**config.mk**
```make
export PLATFORM = sky130hd
export DESIGN_NAME = process_limit_alarm_monitor
export DESIGN_NICKNAME = d
export VERILOG_FILES = /design/src/limit_alarm_pkg.sv /design/src/limit_channel.sv /design/src/process_limit_alarm_monitor.sv
export SDC_FILE = /design/constraint.sdc
export NUM_CORES = 2
export LEC_CHECK = 0
export BUFFER_PORTS_ARGS = -buffer_cell sky130_fd_sc_hd__buf_4
export CORE_MARGIN = 2
export CORE_UTILIZATION = 35
export CTS_CLUSTER_DIAMETER = 40
export DETAILED_ROUTE_END_ITERATION = 16
export MAX_ROUTING_LAYER = met4
export PLACE_DENSITY = 0.54
export SLEW_MARGIN = 25
export SYNTH_ARGS = -nofsm -noshare
export SYNTH_HDL_FRONTEND = slang
export SYNTH_HIERARCHICAL = 1
export SYNTH_SLANG_ARGS = --single-unit
```
**constraint.sdc**
```tcl
create_clock -name ref_clk -period 11.8 [get_ports ref_clk]
set_input_delay 2.36 -clock ref_clk [delete_from_list [all_inputs] [get_ports ref_clk]]
set_output_delay 2.36 -clock ref_clk [all_outputs]
set_load 0.1 [all_outputs]
```
**src/limit_alarm_pkg.sv**
```systemverilog
// shared constants of the process limit alarm monitor: parameter indices,
// record sub-indices, field positions, priority grades and reset values.
// assumes limits, hysteresis and process result are signed 32-bit integers.
`default_nettype none
package limit_alarm_pkg;
   localparam int NUM_LIMITS = 4;
   // limit channels, in this order everywhere
   localparam int CH_UPPER_ALARM   = 0;
   localparam int CH_UPPER_WARNING = 1;
   localparam int CH_LOWER_WARNING = 2;
   localparam int CH_LOWER_ALARM   = 3;

   // parameter indices
   localparam logic [7:0] IDX_ACK_OPTION              = 8'h17;
   localparam logic [7:0] IDX_ALARM_HYSTERESIS        = 8'h18;
   localparam logic [7:0] IDX_UPPER_ALARM_PRIORITY    = 8'h19;
   localparam logic [7:0] IDX_UPPER_ALARM_THRESHOLD   = 8'h1a;
   localparam logic [7:0] IDX_UPPER_WARNING_PRIORITY  = 8'h1b;
   localparam logic [7:0] IDX_UPPER_WARNING_THRESHOLD = 8'h1c;
   localparam logic [7:0] IDX_LOWER_WARNING_PRIORITY  = 8'h1d;
   localparam logic [7:0] IDX_LOWER_WARNING_THRESHOLD = 8'h1e;
   localparam logic [7:0] IDX_LOWER_ALARM_PRIORITY    = 8'h1f;
   localparam logic [7:0] IDX_LOWER_ALARM_THRESHOLD   = 8'h20;
   localparam logic [7:0] IDX_UPPER_ALARM_RECORD      = 8'h21;
   localparam logic [7:0] IDX_UPPER_WARNING_RECORD    = 8'h22;
   localparam logic [7:0] IDX_LOWER_WARNING_RECORD    = 8'h23;
   localparam logic [7:0] IDX_LOWER_ALARM_RECORD      = 8'h24;

   // per channel index tables, element i belongs to channel i
   localparam logic [3:0][7:0] LIM_IDX = {IDX_LOWER_ALARM_THRESHOLD,
      IDX_LOWER_WARNING_THRESHOLD, IDX_UPPER_WARNING_THRESHOLD,
      IDX_UPPER_ALARM_THRESHOLD};
   localparam logic [3:0][7:0] PRI_IDX = {IDX_LOWER_ALARM_PRIORITY,
      IDX_LOWER_WARNING_PRIORITY, IDX_UPPER_WARNING_PRIORITY,
      IDX_UPPER_ALARM_PRIORITY};
   localparam logic [3:0][7:0] REC_IDX = {IDX_LOWER_ALARM_RECORD,
      IDX_LOWER_WARNING_RECORD, IDX_UPPER_WARNING_RECORD,
      IDX_UPPER_ALARM_RECORD};
   // automatic acknowledgement option bit of each channel
   localparam logic [3:0][2:0] ACKOPT_POS = {3'h4, 3'h5, 3'h3, 3'h2};

   // record sub-indices
   localparam logic [1:0] SUB_STATUS = 2'h0;
   localparam logic [1:0] SUB_TIME   = 2'h1;
   localparam logic [1:0] SUB_VALUE  = 2'h2;

   // record status byte fields
   localparam int ST_ACTIVE   = 0;
   localparam int ST_UNACKED  = 1;
   localparam int ST_NOTICE   = 2;
   localparam int ST_CRITICAL = 3;
   localparam int ACK_WR_BIT  = 0;

   // priority grades
   localparam logic [3:0] PRI_OFF        = 4'h0;
   localparam logic [3:0] PRI_SILENT     = 4'h1;
   localparam logic [3:0] PRI_RESERVED   = 4'h2;
   localparam logic [3:0] PRI_NOTICE_MIN = 4'h3;
   localparam logic [3:0] PRI_NOTICE_MAX = 4'h7;
   localparam logic [3:0] PRI_CRIT_MIN   = 4'h8;
   localparam logic [3:0] PRI_CRIT_MAX   = 4'hf;

   // values after reset
   localparam logic [31:0] RST_UPPER_LIMIT = 32'h7fffffff;
   localparam logic [31:0] RST_LOWER_LIMIT = 32'h80000000;
   localparam logic [31:0] RST_HYSTERESIS  = 32'h00000000;
   localparam logic [3:0]  RST_PRIORITY    = 4'h0;
   localparam logic [7:0]  RST_ACK_OPTION  = 8'h00;

   // cycles from a parameter request to its answer
   localparam int ANSWER_CYCLES = 1;
endpackage
`default_nettype wire

```
**src/limit_channel.sv**
```systemverilog
// one limit comparator with hysteresis and its alarm record.
// assumes evalStb and ackStb are one-cycle strobes on ref_clk.
`timescale 1ns/10ps
`default_nettype none
module limit_channel
   import limit_alarm_pkg::*;
#(
   parameter bit UPPER = 1'b1
) (
   input  wire logic        ref_clk,
   input  wire logic        rst_n,
   input  wire logic        evalStb,
   input  wire logic [31:0] procValue,
   input  wire logic [31:0] limitValue,
   input  wire logic [31:0] hysteresis,
   input  wire logic [3:0]  priCode,
   input  wire logic        autoAck,
   input  wire logic        ackStb,
   input  wire logic [31:0] timeNow,
   output logic             active,
   output logic             unacked,
   output logic [31:0]      alarmTime,
   output logic [31:0]      trigValue,
   output logic             alertPulse,
   output logic             alertCritical
);
   typedef struct packed {
      logic        active;
      logic        unack;
      logic [31:0] tim;
      logic [31:0] val;
      logic        pulse;
      logic        crit;
   } chan_t;

   chan_t              s_q;
   chan_t              s_d;
   logic signed [33:0] v;
   logic signed [33:0] l;
   logic signed [33:0] h;
   logic               violate;
   logic               released;
   logic               raise;

   always_comb begin
      v        = 34'(signed'(procValue));
      l        = 34'(signed'(limitValue));
      h        = 34'(signed'(hysteresis));
      violate  = UPPER ? (v > l) : (v < l);
      released = UPPER ? (v < l - h) : (v > l + h);
      raise    = evalStb && (priCode != PRI_OFF) && !s_q.active && violate;
      s_d       = s_q;
      s_d.pulse = 1'b0;
      s_d.crit  = 1'b0;
      if (ackStb) begin
         s_d.unack = 1'b0;
      end
      if (priCode == PRI_OFF) begin
         s_d.active = 1'b0;
      end else if (raise) begin
         s_d.active = 1'b1;
         s_d.tim    = timeNow;
         s_d.val    = procValue;
         // a raise in the ack cycle wins; auto option never leaves it open
         s_d.unack  = !autoAck;
         s_d.pulse  = (priCode >= PRI_NOTICE_MIN);
         s_d.crit   = (priCode >= PRI_CRIT_MIN);
      end else if (evalStb && s_q.active && released) begin
         s_d.active = 1'b0;
      end
   end

   always_ff @(posedge ref_clk or negedge rst_n) begin
      if (!rst_n) begin
         s_q <= '0;
      end else begin
         s_q <= s_d;
      end
   end

   assign active        = s_q.active;
   assign unacked       = s_q.unack;
   assign alarmTime     = s_q.tim;
   assign trigValue     = s_q.val;
   assign alertPulse    = s_q.pulse;
   assign alertCritical = s_q.crit;
endmodule
`default_nettype wire

```
**src/process_limit_alarm_monitor.sv**
```systemverilog
// limit alarm stage: four limit channels, their priorities, hysteresis,
// auto acknowledgement option and alarm records behind a parameter port.
// assumes procValue, timeNow and the parameter port come from logic on
// ref_clk, so none of them is synchronised here.
`timescale 1ns/10ps
`default_nettype none
// Contract
// - upper alarm when result exceeds its threshold
// - upper warning when result exceeds its threshold
// - lower warning when result drops below threshold
// - lower alarm when result drops below threshold
// - independent priority code for each limit
// - priority zero disables evaluation of limit
// - priority one evaluates without any notification
// - priorities three to seven give user notice
// - priorities eight to fifteen give critical alarm
// - each record holds state, time, value
// - host acknowledges by writing record, rest read-only
// - auto option acknowledges alarm at recognition
// - alarm stays active within hysteresis band
// - upper alarm has its own priority grading
module process_limit_alarm_monitor
   import limit_alarm_pkg::*;
(
   input  wire logic        ref_clk,
   input  wire logic        rst_n,
   input  wire logic [31:0] procValue,
   input  wire logic        procValid,
   input  wire logic [31:0] timeNow,
   input  wire logic        parWrite,
   input  wire logic        parRead,
   input  wire logic [7:0]  parIndex,
   input  wire logic [1:0]  parSub,
   input  wire logic [31:0] parWdata,
   output logic [31:0]      parRdata,
   output logic             parDone,
   output logic             parError,
   output logic [3:0]       alarmActive,
   output logic [3:0]       alarmUnacked,
   output logic [3:0]       alertPulse,
   output logic [3:0]       alertCritical
);
   typedef struct packed {
      logic [3:0][31:0] lim;
      logic [3:0][3:0]  pri;
      logic [31:0]      hyst;
      logic [7:0]       ackOpt;
      logic [31:0]      rdata;
      logic             done;
      logic             err;
   } mon_t;

   localparam mon_t MON_RESET = '{
      lim:    {RST_LOWER_LIMIT, RST_LOWER_LIMIT,
               RST_UPPER_LIMIT, RST_UPPER_LIMIT},
      pri:    {RST_PRIORITY, RST_PRIORITY, RST_PRIORITY, RST_PRIORITY},
      hyst:   RST_HYSTERESIS,
      ackOpt: RST_ACK_OPTION,
      rdata:  32'h00000000,
      done:   1'b0,
      err:    1'b0
   };

   mon_t             s_q;
   mon_t             s_d;
   logic             hit;
   logic [3:0]       chActive;
   logic [3:0]       chUnacked;
   logic [3:0][31:0] chTime;
   logic [3:0][31:0] chValue;
   logic [3:0]       chPulse;
   logic [3:0]       chCrit;
   logic [3:0]       ackStb;
   logic [3:0][3:0]  statusBits;

   // parameter access: one request per cycle, answered on the next edge
   always_comb begin
      s_d      = s_q;
      s_d.done = 1'b0;
      s_d.err  = 1'b0;
      hit      = 1'b0;
      if (parRead || parWrite) begin
         s_d.done  = 1'b1;
         s_d.rdata = 32'h00000000;
         if (parIndex == IDX_ACK_OPTION) begin
            hit       = 1'b1;
            s_d.rdata = {24'h000000, s_q.ackOpt};
            if (parWrite) begin
               s_d.ackOpt = parWdata[7:0];
            end
         end
         if (parIndex == IDX_ALARM_HYSTERESIS) begin
            hit       = 1'b1;
            s_d.rdata = s_q.hyst;
            if (parWrite) begin
               s_d.hyst = parWdata;
            end
         end
         for (int i = 0; i < NUM_LIMITS; i++) begin
            if (parIndex == LIM_IDX[i]) begin
               hit       = 1'b1;
               s_d.rdata = s_q.lim[i];
               if (parWrite) begin
                  s_d.lim[i] = parWdata;
               end
            end
            if (parIndex == PRI_IDX[i]) begin
               hit       = 1'b1;
               s_d.rdata = {28'h0000000, s_q.pri[i]};
               if (parWrite) begin
                  s_d.pri[i] = parWdata[3:0];
               end
            end
            if (parIndex == REC_IDX[i]) begin
               hit = 1'b1;
               case (parSub)
                  SUB_STATUS: begin
                     s_d.rdata = {28'h0000000, statusBits[i]};
                  end
                  SUB_TIME: begin
                     s_d.rdata = chTime[i];
                     s_d.err   = parWrite;
                  end
                  SUB_VALUE: begin
                     s_d.rdata = chValue[i];
                     s_d.err   = parWrite;
                  end
                  default: begin
                     s_d.err = 1'b1;
                  end
               endcase
            end
         end
         if (!hit) begin
            s_d.err = 1'b1;
         end
      end
   end

   always_ff @(posedge ref_clk or negedge rst_n) begin
      if (!rst_n) begin
         s_q <= MON_RESET;
      end else begin
         s_q <= s_d;
      end
   end

   genvar g;
   generate
      for (g = 0; g < NUM_LIMITS; g++) begin : gLimit
         // only a write of the status byte with the ack bit acknowledges
         assign ackStb[g] = parWrite && parIndex == REC_IDX[g]
            && parSub == SUB_STATUS && parWdata[ACK_WR_BIT];

         assign statusBits[g][ST_ACTIVE]   = chActive[g];
         assign statusBits[g][ST_UNACKED]  = chUnacked[g];
         assign statusBits[g][ST_NOTICE]   = s_q.pri[g] >= PRI_NOTICE_MIN;
         assign statusBits[g][ST_CRITICAL] = s_q.pri[g] >= PRI_CRIT_MIN;

         limit_channel #(
            .UPPER (g < 2)
         ) uChannel (
            .ref_clk       (ref_clk),
            .rst_n         (rst_n),
            .evalStb       (procValid),
            .procValue     (procValue),
            .limitValue    (s_q.lim[g]),
            .hysteresis    (s_q.hyst),
            .priCode       (s_q.pri[g]),
            .autoAck       (s_q.ackOpt[ACKOPT_POS[g]]),
            .ackStb        (ackStb[g]),
            .timeNow       (timeNow),
            .active        (chActive[g]),
            .unacked       (chUnacked[g]),
            .alarmTime     (chTime[g]),
            .trigValue     (chValue[g]),
            .alertPulse    (chPulse[g]),
            .alertCritical (chCrit[g])
         );
      end
   endgenerate

   assign parRdata      = s_q.rdata;
   assign parDone       = s_q.done;
   assign parError      = s_q.err;
   assign alarmActive   = chActive;
   assign alarmUnacked  = chUnacked;
   assign alertPulse    = chPulse;
   assign alertCritical = chCrit;
endmodule
`default_nettype wire

```
=== Word-level counts from Yosys, hierarchy flattened ===
Cells that the tools add are included.

* Word-level logic and storage cells: 218
* Input bits: 111
* Register bits after elaboration: 490
* Output and inout bits: 50

* Reduce and logical (&&, ||, !) cells: 69
* Mux-type cells: 70
* $lt $le $gt $ge: 16
* Add/subtract/negate cells: 4
* Eq/ne operators: 18
* Bitwise logic cells: 4

{| class="wikitable"
|+ Operators with widths
! cell !! number
|-
| 2-to-1 mux 67 bit || 8
|-
| 2-to-1 mux 32 bit || 14
|-
| case mux 32 bit (3 select lines) || 4
|-
| 2-to-1 mux 40 bit || 2
|-
| equality test 8 x 5 -> 1 bit (second input constant) || 9
|-
| adder 32 x 32 -> 33 bit || 2
|-
| > comparator 32 x 33 -> 1 bit || 2
|-
| < comparator 32 x 33 -> 1 bit || 2
|-
| subtractor 32 x 32 -> 33 bit || 2
|-
| > comparator 32 bit || 2
|-
| < comparator 32 bit || 2
|-
| equality test 8 x 6 -> 1 bit (second input constant) || 5
|-
| 2-to-1 mux 1 bit || 36
|-
| logical AND 1 bit || 32
|-
| AND reduction 3 bit || 10
|-
| >= comparator 4 x 2 -> 1 bit (second input constant) || 4
|-
| >= comparator 4 bit (second input constant) || 4
|-
| logical NOT 4 bit || 4
|-
| nonzero test 4 bit || 4
|-
| nonzero test 3 bit || 4
|-
| logical NOT 1 bit || 8
|-
| 2-to-1 mux 8 bit || 1
|-
| case mux 1 bit (2 select lines) || 4
|-
| AND reduction 2 bit || 4
|-
| other kinds (9) || 12
|}

=== Depth between registers and ports, before layout ===
* Depth after elaboration: 21
* Mapped depth: 20
* Mapped depth without buffers: 20

=== By module ===
The synthesis kept the hierarchy.

{| class="wikitable"
|+ By module, submodules not included
! module !! area each (µm²) !! times used !! sequential area each (µm²) !! cells an instance
|-
| process_limit_alarm_monitor || 12494.5 || 1 || 5535.3 || 1167
|-
| limit_channel at gLimit[2].uChannel ... || 6218.5 || 2 || 1701.6 || 678
|-
| limit_channel at gLimit[1].uChannel || 5968.2 || 1 || 1701.6 || 625
|-
| limit_channel at gLimit[0].uChannel || 5950.7 || 1 || 1701.6 || 631
|}

=== Worst setup path after synthesis ===
OpenSTA, ideal clock, no wires.

* Kind: input-to-reg
* Start: input port procValue[15]
* End: register gLimit[0].uChannel.s_q (netlist bit gLimit[0].uChannel/alarmTime[22])
* Buffers on the path: 2
* Arrival: 4.387 ns
* Cell stages on the path: 10
* Slack: 7.286 ns
* Setup time: 0.127 ns
* Data required time: 11.673 ns
* Cells stage by stage: ha_1 nand4_1 or3_1 a211oi_2 o31ai_1 o2111a_1 nor3_2 buf_6 buf_6 mux2_1

* Longest elaborated chain between the ends: 3

{| class="wikitable"
|+ RTL lines
! element !! RTL line !! text
|-
| start: declaration || process_limit_alarm_monitor.sv:27 || <nowiki>input wire logic [31:0] procValue,</nowiki>
|-
| > comparator 32 bit || limit_channel.sv:49 || <nowiki>violate = UPPER ? (v > l) : (v < l);</nowiki>
|-
| logical AND 1 bit || limit_channel.sv:51 || <nowiki>raise = evalStb && (priCode != PRI_OFF) && !s_q.active && violate;</nowiki>
|-
| AND reduction 2 bit (no source line) || -- ||
|-
| end signal: assignment || limit_channel.sv:75 || <nowiki>s_q <= '0;</nowiki>
|-
| end signal: assignment || limit_channel.sv:77 || <nowiki>s_q <= s_d;</nowiki>
|-
| end: declaration || limit_channel.sv:36 || <nowiki>chan_t s_q;</nowiki>
|}

Every way passes these cells.
A chain may end at the register's enable or synchronous reset.

=== Worst setup path after layout ===
* Start: input port procValue[31]
* End: register gLimit[1].uChannel.s_q (netlist bit gLimit[1].uChannel/trigValue[1])

* Longest elaborated chain between the ends: 3

{| class="wikitable"
|+ RTL lines
! element !! RTL line
|-
| > comparator 32 bit || limit_channel.sv:49
|-
| logical AND 1 bit || limit_channel.sv:51
|-
| AND reduction 2 bit (no source line) || --
|-
| end signal: assignment || limit_channel.sv:75
|-
| end signal: assignment || limit_channel.sv:77
|-
| end: declaration || limit_channel.sv:36
|}

Every way passes these cells.

==> metrics.csv <==
metric,value,unit
cts_root_buffer,clkbuf_16,
synth_fp_nets,4282,
syn_inst,3779,
first_iter_violations,3230,
rsz0062_at_grt,no,
p_leak,19.12,nW
hold_ws,0.4840,ns
antenna_found_initial,4,
status,finished clean,
cts_made_buffers,89,
drive_gt1_frac,0.1947,
cp_num_buf_inv,2,
die_w,328.5,µm
finalHoldViolCount,0,
yosysMostFrequentCell,dfrtp_1,
drt_first_pass_iters,7,
post_drt_wl_per_cell,26.46,µm
synth_top_area_share,0.2893,
ctsHoldBuffers,0,
core,104800,µm²
post_cts_buffers,0,
max_freq,176.7,MHz
nets,4327,
clk_pin_slew_worst_paths,0.05,ns
postLayoutCellArea,41940,µm²
die_height,328.5,µm
crit_fanout,49,
hold_path_class,flop to flop,
cts_resized,0,
ys_warn_count,6,
ys_top_cells_by_area,"dfrtp_1 (29%), ha_1 (13%), mux2_2 (8.0%)",
area_growth,13.82,%
r2r_slack,6.24,ns
gp_congestion,0.9617,
maxCapViolCount,0,
ys_ff_latch,490,
slew_viol_final,0,
tightestPinTransition,1.064,ns
h-tree-depth,3,
placed_cells,5123,
die-area,107900,µm²
yosysTopAreaCell,dfrtp_1,
portBuffers,160,
fill_cells,10330,
ant_nets,0,
dpl_cell_area,38910,µm²
clock-sinks,490,
drc,0,
synth_ff_type,dfrtp_1,
dp_hpwl,102500,µm
cpMostUsedCell,buf_4,
grt_max_degree,131,
multi_input_area,22390,µm²
path_cells,buf_4 -> ha_1 -> nand4_1 -> nor4_1 -> a31oi_1 -> nand2b_1 -> mux2_4 -> buf_4 -> mux2_2,
ir_drop,106.2,µV
synthArstFlopShare,1.000,
post-route-min-period,5.659,ns
endpoint_kind,flop,
clkLatencyLatePin,0.65,ns
cp-start-kind,input port,
fin_util,0.4001,
power_density,165.5,nW/µm²
first_global_vias,31020,
critPathSlowestCell,nor4_1,
fin_tns_setup,0,ns
slew_headroom,0.2904,
via_count,32270,
skew,0.02603,ns
required,12.31,ns
wl,140100,µm
setup_viol,0,
synth-edff-count,0,
register_area,12340,µm²
grt_usage,0.2622,
cts_tree,done,
final_cells,5293,
seq_area_frac_synth,0.3349,
gr-total-overflow,0,
cpPeakStageDelay,0.85,ns
initial_core_util,0.3516,
cp_top_family,simple AND/OR/NAND/NOR gates,
period_share,0.4796,
vias_per_cell,6.097,
worstSetupPathType,input port to flop,
cp.arrival,6.17,ns
synth_cell_types,89,
syn_area,36850,µm²
io_pins,161,
synth_common_cells,"dfrtp_1 (426), ha_1 (388), mux2_2 (262)",
grt_pass1_wl,207200,µm
clock_path_buffers,3,
fp-row-count,119,
avgSynthCellArea,9.751,µm²
==> final cells by class <==
type / count / share of cell area
multi-input combinational: 2794 / 0.5337
sequential: 490 / 0.2943
clock buffer: 99 / 0.05519
tap: 1391 / 0.04150
timing repair buffer: 201 / 0.03702
inverter: 248 / 0.02220
clock inverter: 67 / 0.01593
antenna: 3 / 0.0001790
==> worst reg2reg max path: stages (launching register included) <==
cell and delay, ns:
dfrtp_1 0.60, inv_1 0.16, fa_1 0.48, a211oi_1 0.34, o211ai_1 0.20, a41oi_1 0.46, nor2_1 0.24, a211oi_1 0.55
o31ai_1 0.19, xnor2_1 0.15, ha_1 0.31, nand4_1 0.15, or4_1 0.59, o221ai_1 0.24, a211oi_1 0.12, and3_1 0.17
or4_1 0.45
==> metrics by stage <==
step	setup WS, ns	total power [W]
after floorplan	7.286	0.003701
after global placement	5.404	0.004328
after detailed placement	5.471	0.004357
after CTS	6.126	0.006956
after global routing	5.917	0.007289
final	6.141	0.006941
==> kinds of logic after synthesis <==
group,count (synthesis),synth area share
and+or+nand+nor,749,0.1131
xor gates and xnor gates,105,0.02496
DFF,490,0.3349
buffers and inverters,495,0.06068
AOI/OAI and AO/OA,1226,0.2325
muxes,322,0.09989
adders and majority gates,392,0.1339
==> placed cells by master (no fill, tap or decap), types with 36 or more instances in the layout <==
master and instances:
and3_1 150, dfrtp_1 426, o21a_1 46, a21o_1 110, nand2b_1 37, nor3_1 42
a22oi_1 118, ha_1 386, a221o_1 134, nand4_1 73, xnor2_1 52, inv_1 247
buf_4 197, nand2_1 139, xor2_1 53, a21oi_1 245, nand3_1 55, dfstp_2 64
mux2_2 262, mux2_1 36, o21ai_0 230, nor2_1 103, clkbuf_16 89
==> registers in the layout, indices dropped and copies added, names as in the netlist <==
| name | flops |
|---|---|
| gLimit.uChannel/active | 4 |
| gLimit.uChannel/alarmTime | 128 |
| gLimit.uChannel/alertCritical | 4 |
| gLimit.uChannel/alertPulse | 4 |
| gLimit.uChannel/trigValue | 128 |
| gLimit.uChannel/unacked | 4 |
| parDone | 1 |
| parError | 1 |
| parRdata | 32 |
| s_q | 184 |
==> power breakdown <==
part	leakage (nW)	internal (W)	total (W)	switching, W
Combinational	11.5	0.000867	0.00196	0.00109
Clock	1.43	0.00156	0.00257	0.00101
Sequential	6.23	0.00211	0.00241	0.000305
Total	19.1	0.00453	0.00694	0.00241
==> routing by layer <==
metal,vias up,share of wire,GRT usage
li1,14500,-,-
met3,176,0.076,0.04360
met4,0,0.026,0.07465
met2,1270,0.43,0.3771
met5,-,0,-
met1,16330,0.47,0.3761
==> final timing paths <==
| path | startpoint | endpoint | cells after the start |
|---|---|---|---|
| min in group asynchronous | rst_n | gLimit[0].uChannel/trigValue[28]$_DFFE_PN0P_ | 1 |
| worst max-delay path | procValue[31] | gLimit[1].uChannel/trigValue[1]$_DFFE_PN0P_ | 9 |
| max in group asynchronous | rst_n | s_q[77]$_DFFE_PN0P_ | 3 |
| worst min register to register | gLimit[0].uChannel/trigValue[17]$_DFFE_PN0P_ | gLimit[0].uChannel/trigValue[17]$_DFFE_PN0P_ | 1 |
| worst min-delay path | gLimit[0].uChannel/trigValue[17]$_DFFE_PN0P_ | gLimit[0].uChannel/trigValue[17]$_DFFE_PN0P_ | 1 |
| worst max register to register | s_q[43]$_DFFE_PN0P_ | gLimit[0].uChannel/active$_DFFE_PN0P_ | 16 |
No activity file was read; power rests on OpenSTA's default activity.
